==> src/verilog/aes_pkg.sv <==
package aes_pkg;
   // status word layout
   localparam int WORD_W = 16;
   localparam int BIT_MOVE = 0;
   localparam int BIT_FAST = 1;
   localparam int BIT_LEVEL = 2;
   localparam int BIT_GOOD = 3;
   localparam int BIT_BAD = 4;
   localparam int BIT_OVER = 5;
   localparam int BIT_RISE = 6;
   localparam logic [15:0] WORD_RESET = 16'h0000;
   // edge selection codes
   localparam logic [1:0] EDGE_RISE = 2'h0;
   localparam logic [1:0] EDGE_FALL = 2'h1;
   localparam logic [1:0] EDGE_BOTH = 2'h2;
   localparam int TRAVEL_W = 32;
endpackage

==> src/verilog/aes_status.sv <==
`timescale 1ns/1ps
// Contract
// - move 0x1, fast event 0x2, level 0x4
// - read clears events, never the level
// - set flag means happened since read
// - move flag at actual iteration start
// - fast flag when watched input occurs
// - index axes flag on following index
// - level flag follows live input
// - fast flag sets only at tick
// - virtual axes hold level at zero
// - good mark sets bit 0x8
// - bad mark 0x10, first mark bad
// - overrun 0x20, any mark clears it
// - rising flag 0x40 holds last polarity
// - edge select fixes or alternates rising
module aes_status #(
   parameter int TRAVEL_W = aes_pkg::TRAVEL_W
) (
   input wire logic mclk, // 200 MHz clock
   input wire logic arst_n, // async reset
   input wire logic clk_en, // freezes all state when low
   input wire logic servo_tick, // servo interrupt pulse
   input wire logic move_begin, // iteration of a move starts
   input wire logic fast_in_pin, // fast input pin, async
   input wire logic index_pin, // encoder index pin, async
   input wire logic fast_watch, // axis armed for fast input
   input wire logic index_ref, // reference on index mark
   input wire logic ref_end_req, // program reference end pulse
   input wire logic virtual_axis, // network or virtual axis
   input wire logic [1:0] edge_sel, // 0 rise,1 fall,2 both
   input wire logic reg_start, // registration started pulse
   input wire logic mark_seen, // registration mark pulse
   input wire logic mark_ok, // mark judged good
   input wire logic [TRAVEL_W-1:0] travel, // travel since mark
   input wire logic [TRAVEL_W-1:0] mark_spacing, // spacing
   input wire logic [TRAVEL_W-1:0] mark_tolerance, // tolerance
   input wire logic axis_status_query, // read strobe
   output logic [15:0] axis_event_status // status word
);
   if (TRAVEL_W < 2 || TRAVEL_W > 62) begin : g_bad_width
      $error("travel width out of range");
   end

   typedef struct packed {
      logic [1:0] fin_sync;
      logic [1:0] idx_sync;
      logic fin_prev;
      logic idx_prev;
      logic edge_pend;
      logic edge_rise;
      logic idx_armed;
      logic idx_pend;
      logic first_mark;
      logic [15:0] word;
   } aes_state_t;

   aes_state_t st;
   aes_state_t next_st;
   logic fin;
   logic fin_edge;
   logic idx_edge;
   logic edge_ok;
   logic fast_evt;
   logic over_evt;
   logic [TRAVEL_W:0] limit;

   always_comb begin
      fin = st.fin_sync[1];
      fin_edge = fin ^ st.fin_prev;
      idx_edge = st.idx_sync[1] & ~st.idx_prev;
      limit = {1'b0, mark_spacing} + {1'b0, mark_tolerance};
      over_evt = {1'b0, travel} > limit;
      unique case (edge_sel)
         aes_pkg::EDGE_RISE: edge_ok = fin_edge & fin;
         aes_pkg::EDGE_FALL: edge_ok = fin_edge & ~fin;
         default: edge_ok = fin_edge;
      endcase
      next_st = st;
      next_st.fin_sync = {st.fin_sync[0], fast_in_pin};
      next_st.idx_sync = {st.idx_sync[0], index_pin};
      next_st.fin_prev = fin;
      next_st.idx_prev = st.idx_sync[1];
      if (edge_ok && fast_watch) begin
         next_st.edge_pend = 1'b1;
         next_st.edge_rise = fin;
         if (index_ref)
            next_st.idx_armed = 1'b1;
      end
      if (ref_end_req && index_ref)
         next_st.idx_armed = 1'b1;
      fast_evt = 1'b0;
      if (servo_tick) begin
         if (index_ref) begin
            fast_evt = st.idx_pend;
            if (st.idx_pend)
               next_st.idx_armed = 1'b0;
            next_st.idx_pend = 1'b0;
            next_st.edge_pend = 1'b0;
         end else begin
            fast_evt = st.edge_pend;
            next_st.edge_pend = 1'b0;
         end
      end
      if (index_ref && st.idx_armed && idx_edge && !fast_evt)
         next_st.idx_pend = 1'b1;
      // stale arming must not fire later
      if (!index_ref) begin
         next_st.idx_armed = 1'b0;
         next_st.idx_pend = 1'b0;
      end
      if (axis_status_query) begin
         next_st.word[aes_pkg::BIT_MOVE] = 1'b0;
         next_st.word[aes_pkg::BIT_FAST] = 1'b0;
         next_st.word[aes_pkg::BIT_GOOD] = 1'b0;
         next_st.word[aes_pkg::BIT_BAD] = 1'b0;
         next_st.word[aes_pkg::BIT_OVER] = 1'b0;
         next_st.word[aes_pkg::BIT_RISE] = 1'b0;
      end
      if (move_begin)
         next_st.word[aes_pkg::BIT_MOVE] = 1'b1;
      if (fast_evt) begin
         next_st.word[aes_pkg::BIT_FAST] = 1'b1;
      end
      unique case (edge_sel)
         aes_pkg::EDGE_RISE: next_st.word[aes_pkg::BIT_RISE] = 1'b1;
         aes_pkg::EDGE_FALL: next_st.word[aes_pkg::BIT_RISE] = 1'b0;
         default: next_st.word[aes_pkg::BIT_RISE] = next_st.edge_rise;
      endcase
      if (reg_start)
         next_st.first_mark = 1'b1;
      if (mark_seen) begin
         next_st.first_mark = 1'b0;
         if (st.first_mark || !mark_ok)
            next_st.word[aes_pkg::BIT_BAD] = 1'b1;
         else
            next_st.word[aes_pkg::BIT_GOOD] = 1'b1;
      end
      if (mark_seen)
         next_st.word[aes_pkg::BIT_OVER] = 1'b0;
      else if (over_evt)
         next_st.word[aes_pkg::BIT_OVER] = 1'b1;
      next_st.word[aes_pkg::BIT_LEVEL] = fin & ~virtual_axis;
      next_st.word[15:7] = 9'h000;
   end

   always_ff @(posedge mclk or negedge arst_n) begin
      if (!arst_n) begin
         st <= '0;
      end else if (clk_en) begin
         st <= next_st;
      end
   end

   assign axis_event_status = st.word;

   property p_move;
      @(posedge mclk) disable iff (!arst_n)
      clk_en && move_begin |=> axis_event_status[0];
   endproperty
   a_move: assert property (p_move) else $error("move flag lost");

   property p_clear;
      @(posedge mclk) disable iff (!arst_n)
      clk_en && axis_status_query && !move_begin |=> !axis_event_status[0];
   endproperty
   a_clear: assert property (p_clear) else $error("read not clear");

   property p_fast_tick;
      @(posedge mclk) disable iff (!arst_n)
      clk_en && !servo_tick && !axis_event_status[1]
         |=> !axis_event_status[1];
   endproperty
   a_fast_tick: assert property (p_fast_tick)
      else $error("fast flag off tick");

   property p_virt;
      @(posedge mclk) disable iff (!arst_n)
      clk_en && virtual_axis |=> !axis_event_status[2];
   endproperty
   a_virt: assert property (p_virt) else $error("virtual level");

   property p_upper;
      @(posedge mclk) disable iff (!arst_n)
      axis_event_status[15:7] == 9'h000;
   endproperty
   a_upper: assert property (p_upper) else $error("upper bits set");

   property p_over;
      @(posedge mclk) disable iff (!arst_n)
      clk_en && mark_seen |=> !axis_event_status[5];
   endproperty
   a_over: assert property (p_over) else $error("overrun kept");

   property p_rise0;
      @(posedge mclk) disable iff (!arst_n)
      clk_en && edge_sel == 2'h0 |=> axis_event_status[6];
   endproperty
   a_rise0: assert property (p_rise0) else $error("rise mode");

   property p_good;
      @(posedge mclk) disable iff (!arst_n)
      clk_en && mark_seen && mark_ok && !st.first_mark
         |=> axis_event_status[3];
   endproperty
   a_good: assert property (p_good) else $error("good lost");

   property p_first_bad;
      @(posedge mclk) disable iff (!arst_n)
      clk_en && mark_seen && st.first_mark |=> axis_event_status[4];
   endproperty
   a_first_bad: assert property (p_first_bad)
      else $error("first mark not bad");

   property p_set_wins;
      @(posedge mclk) disable iff (!arst_n)
      clk_en && axis_status_query && mark_seen
         |=> axis_event_status[4:3] != 2'h0;
   endproperty
   a_set_wins: assert property (p_set_wins) else $error("set lost");

   c_move: cover property (@(posedge mclk) move_begin ##1 axis_status_query);
   c_fast: cover property (@(posedge mclk) axis_event_status[1]);
   c_over: cover property (@(posedge mclk) axis_event_status[5] ##1 mark_seen);
   c_index: cover property (@(posedge mclk)
      index_ref && servo_tick && st.idx_pend);
endmodule

==> config.mk <==
export PLATFORM = sky130hd
export DESIGN_NAME = aes_status
export DESIGN_NICKNAME = d
export VERILOG_FILES = /design/src/verilog/aes_pkg.sv /design/src/verilog/aes_status.sv
export SDC_FILE = /design/constraint.sdc
export NUM_CORES = 1
export LEC_CHECK = 0
export BUFFER_PORTS_ARGS = -buffer_cell sky130_fd_sc_hd__buf_2
export CORE_UTILIZATION = 25
export CTS_CLUSTER_SIZE = 30
export DETAILED_ROUTE_END_ITERATION = 16
export GPL_TIMING_DRIVEN = 1
export SETUP_SLACK_MARGIN = 0.15
export SLEW_MARGIN = 20
export SYNTH_ARGS = -nofsm -noshare
export SYNTH_HDL_FRONTEND = slang
export SYNTH_SLANG_ARGS = --single-unit
==> constraint.sdc <==
create_clock -name mclk -period 1.3 [get_ports mclk]
set_input_delay 0.065 -clock mclk [delete_from_list [all_inputs] [get_ports mclk]]
set_output_delay 0.065 -clock mclk [all_outputs]
set_load 0.005 [all_outputs]
# Word-level counts from Yosys, hierarchy flattened
# Cells that the tools add are included.
[word_totals]
word_cells = 68
inputBits = 113
out_inout_bits = 16
regBits = 18
[classes]
addsub = 1
n_reduce_logical = 20
n_lt_le_gt_ge = 1
muxes = 23
eq_ne = 2
bitwise = 8
[ops]
columns = ["operator", "n"]
rows = [
  ["32-bit by 32-bit adder with 33-bit output", 1],
  ["32-bit by 33-bit greater-than comparator with 1-bit output", 1],
  ["1-bit 2-to-1 mux", 15],
  ["2-bit AND reduction", 6],
  ["2-bit 2-to-1 mux", 4],
  ["2-bit nonzero test", 4],
  ["3-bit 2-to-1 mux", 2],
  ["1-bit logical AND", 5],
  ["1-bit bitwise AND", 4],
  ["1-bit case mux with 2 select lines", 2],
  ["3-bit by 2-bit != test with 1-bit output (second input constant)", 1],
  ["1-bit inverter", 3],
  ["3-bit nonzero test", 1],
  ["2-bit by 1-bit == test with 1-bit output (second input constant)", 1],
  ["1-bit zero test", 2],
  ["2-bit zero test", 1],
  ["1-bit logical OR", 1],
  ["1-bit bitwise XOR", 1],
]

# Depth between registers and ports, before layout
[depth]
ltp_word = 10
mapped_depth = 19
ltp_nobuf = 19

# Worst setup path after synthesis
# OpenSTA, ideal clock, no wires.
[synth_timing]
kind = "input to register"
from = "input mark_spacing[0]"
to = "register st (netlist bit axis_event_status[5])"
cell_stages = 19
n_path_buf = 0
t_arrival_ns = 3.529
required_ns = 1.178
setup_ns = 0.122
setup_slack_ns = -2.351
path_cell_list = "ha_1 fa_1 a211oi_1 nor2_1 o311ai_1 a21oi_1 o21ai_0 nand2b_1 a21oi_1 xor2_1 ha_1 a21oi_1 nor2b_1 o21ai_0 a21boi_0 o21a_1 a2111oi_0 o221ai_1 a32o_1"
[synth_between]
elab_chain_len = 4
word_cells_on_any_way = 6
classes_between = "add/sub (1); order compare (1); mux (2); reduce/logical (2)"
[synth_rtl]
columns = ["item", "line_no", "rtl"]
rows = [
  ["start: declaration", "aes_status.sv:36", "input wire logic [TRAVEL_W-1:0] mark_spacing,"],
  ["32-bit by 32-bit adder with 33-bit output (*)", "aes_status.sv:72", "limit = {1'b0, mark_spacing} + {1'b0, mark_tolerance};"],
  ["32-bit by 33-bit greater-than comparator with 1-bit output (*)", "aes_status.sv:73", "over_evt = {1'b0, travel} > limit;"],
  ["3-bit nonzero test (no source line) or 1-bit 2-to-1 mux (tied branches)", "--", ""],
  ["2-bit AND reduction (no source line) or 1-bit 2-to-1 mux (tied branches)", "--", ""],
  ["end signal: assignment", "aes_status.sv:151", "st <= next_st;"],
  ["end: declaration", "aes_status.sv:58", "aes_state_t st;"],
]
# Every way passes the cells marked *; elsewhere a longest branch is shown, timed or not.
# A chain may end at the register's enable or synchronous reset.

# Final worst setup path
[layout_timing]
from = "input mark_tolerance[0]"
to = "register st (netlist bit axis_event_status[5])"
[layout_between]
elab_chain_len = 4
word_cells_on_any_way = 6
classes_between = "add/sub (1); order compare (1); mux (2); reduce/logical (2)"
[layout_rtl]
columns = ["item", "line_no", "rtl"]
rows = [
  ["start: declaration", "aes_status.sv:37", "input wire logic [TRAVEL_W-1:0] mark_tolerance,"],
  ["32-bit by 32-bit adder with 33-bit output (*)", "aes_status.sv:72", ""],
  ["32-bit by 33-bit greater-than comparator with 1-bit output (*)", "aes_status.sv:73", ""],
  ["3-bit nonzero test (no source line) or 1-bit 2-to-1 mux (tied branches)", "--", ""],
  ["2-bit AND reduction (no source line) or 1-bit 2-to-1 mux (tied branches)", "--", ""],
]
# Marked as above.

==> impl_metrics.toml <==
[outcome]
status = "complete, but fails checks"
violations = "setup timing"

[grt]
antenna_found_initial = 0
grt_pass1_wl_um = 15000
grt_usage_pct = 13.6
grt_pass1_vias = 3459
grt-ovfl-total = 0
grt_max_degree = 19

[finish]
design_area_um2 = 4920
antenna_cells = 0
stdcell_count = 761
drive_above_1_share_pct = 44.9
syn_to_final_growth_pct = 53.9
num-nets-final = 773
fillers = 1272

[synthesis]
yosysSeqAreaShare_pct = 14.1
postSynthCellCount = 385
synthArstFlopShare_pct = 100
synth_compound_area_share_pct = 28.3
synthMuxAreaShare_pct = 3.40
synth_largest_area_cell = "ha_1"
synth_xor_area_share_pct = 6.02
synthTopCellsByArea = "ha_1, dfrtp_1, a21o_1, a21oi_1, o21ai_0"
ys_types = 54
ys_warn_count = 0
avgSynthCellArea_um2 = 8.31
synth_area_um2 = 3200
ys_seq_elements = 18
synth_fa_ha_area_share_pct = 25.7
yosys.area_share.simple_pct = 17.0
synth_top_family_by_area = "compound AO/OA/AOI/OAI gates"
synth_ff_type = "dfrtp_1"
yosys.area.top_type_share_pct = 25.0
synth_edf_count = 0

[sta]
period_share_pct = 267
setup_tns_ps = -2270
whs_ps = 40.3
fmax_mhz = 288
setup_viol = 3
setup_slack_ps = -2170
maxSlewViolCount = 0
period_needed_ps = 3470
grt_setup_unrepaired = "yes"
finalHoldViolations = 0
fin_worst_skew_ps = 1.57

[clocking]
htreeDepth = 1
clock_sinks = 18
cts-root-buf = "clkbuf_16"
cts_tree = "built"
path_clk_slew_ps = 50
clock_latency_ps = 240
clk_path_buf_depth = 2
cts_buffers = 3

[route]
dr.pass1.iters = 4
drt_iter0_markers = 105
wl_per_cell_um = 12.0
num_vias = 3549
antenna_left = 0
drc = 0
wirelength_um = 9120
via_per_inst = 4.66

[die]
core_area_um2 = 12300
die_w_um = 115
die-area_um2 = 13300
io_pins = 129
dieHeight_um = 115
initial_core_util_pct = 26.1
num_rows = 40

[place]
place.gp.congestion = 0.843
dpl-instance-area_um2 = 4700
dp_cells = 754
hpwl_um = 8060
io_buffers = 119

[critical_path]
crit_path_max_fanout = 2
cp.arrival_ps = 3600
critPathKind = "input port to flop"
cp.required_ps = 1430
reg2reg_depth = 7
start_kind = "input port"
cp-end-kind = "flop"

[pwr]
pwr_density_cell_nw_per_um2 = 741
ir_worst_vdd_uv = 419
p_leak_uw = 0.00253
power.total_uw = 3650

[hold_path]
hold-path-cell-count = 2
min_path_type = "input port to flop"

[run]
drv_cap = 0
==> cells in the final DEF, fill, tap and decap left out, types with 3 or more instances in the layout <==
cell type,instances
ha_4,5
dfrtp_1,18
xnor2_1,10
nand4_1,8
nor3_1,5
conb_1,9
mux2i_1,3
clkbuf_16,3
a21o_1,22
o21a_1,9
inv_1,12
mux2_2,6
a21oi_2,5
nor2b_1,5
nand3_1,6
o21ai_1,8
a211oi_1,3
nand2b_1,8
a31oi_1,4
buf_4,92
xor2_1,12
or2_2,4
a21oi_1,27
buf_2,117
buf_6,5
ha_1,59
and3_1,4
o21ai_0,20
or3_1,3
nand2_1,28
a211oi_2,3
nor2_1,20
o21ai_2,4
==> layout make-up <==
class                           instances  area (µm²)  area share, %
Sequential cell                        18         450           9.15
Tap cell                              168         210           4.27
Multi-Input combinational cell        345        2800           56.9
Inverter                               12        45.0          0.915
Timing Repair Buffer                  215        1340           27.3
Clock buffer                            3        75.1           1.52
==> cells in the mapped netlist, types with 6 or more instances <==
cell type / number
a211oi_1: 6
a21o_1: 22
a21oi_1: 33
buf_4: 16
dfrtp_1: 18
ha_1: 64
inv_1: 12
mux2_2: 7
nand2_1: 29
nand2b_1: 8
nand3_1: 6
nand4_1: 8
nor2_1: 22
nor3_1: 7
o21a_1: 9
o21ai_0: 27
xnor2_1: 10
xor2_1: 12
==> metrics by stage <==
| stage | util [%] | setup slack, ps |
|---|---|---|
| 6_report | 40.2 | -2170 |
| 5_1_grt | 40.2 | -2390 |
| 4_1_cts | 39.7 | -2230 |
| 3_5_place_dp | 38.4 | -2620 |
| 3_3_place_gp | 38.4 | -2500 |
| 2_1_floorplan | - | -2060 |
==> path summary, 6_finish.rpt <==
kind / slack (ps) / start / end
max in group asynchronous: 730 / arst_n / st[18]
min in group asynchronous: 280 / arst_n / axis_event_status[1]
worst max-delay path: -2170 / mark_tolerance[0] / axis_event_status[5]
worst max register to register: -100 / fin / axis_event_status[6]
worst min register to register: 470 / axis_event_status[3] / axis_event_status[3]
worst min-delay path: 40 / mark_seen / st[16]
==> report_power, final <==
part           leakage (µW)  internal [µW]  total [µW]  switching, µW
Clock             0.0000370            404         597            193
Sequential         0.000221            664         720           55.3
Combinational       0.00227           1260        2330           1070
Total               0.00253           2330        3650           1320
==> flip-flops by register name (all words and copies together) (netlist names) <==
| signal | count |
|---|---|
| fin | 1 |
| st | 7 |
| axis_event_status | 7 |
| next_st | 3 |
==> repair_timing <==
| action | in CTS | in global routing |
|---|---|---|
| buffers inserted | 2 | 1 |
| hold endpoints to repair | 18 | 0 |
| resized for setup | 13 | 13 |
| pin swaps | 18 | 17 |
| hold buffers | 1 | 0 |
| endpoints found under the setup margin | 5 | 5 |
==> cells by family after synthesis <==
group,Yosys count
muxes,10
buffers and inverters,30
DFF,18
adders and majority gates,65
other,1
AOI/OAI and AO/OA,132
and+or+nand+nor,107
xor gates and xnor gates,22
==> worst max-delay path, cell delays in order <==
cell and delay [ps]:
buf_6 100, ha_4 150, fa_2 340, a211oi_2 260, nor2_2 70, buf_4 140, o31a_1 240, o21a_1 180
nor2_2 140, o21ai_2 80, xnor2_1 130, ha_1 290, a21o_1 160, a21o_1 180, a21oi_2 120, o21a_1 160
nor3_2 50, a2111oi_4 300, o221ai_2 150, a32o_2 280
==> layer usage <==
layer	vias up	share of wire (%)	GRT usage [%]
li1	1850	-	-
met1	1606	46	17.4
met2	93	49	25.5
met3	0	4.9	1.27
met4	0	0	1.04
met5	-	0	0
Power figures use the tool's default switching activity.
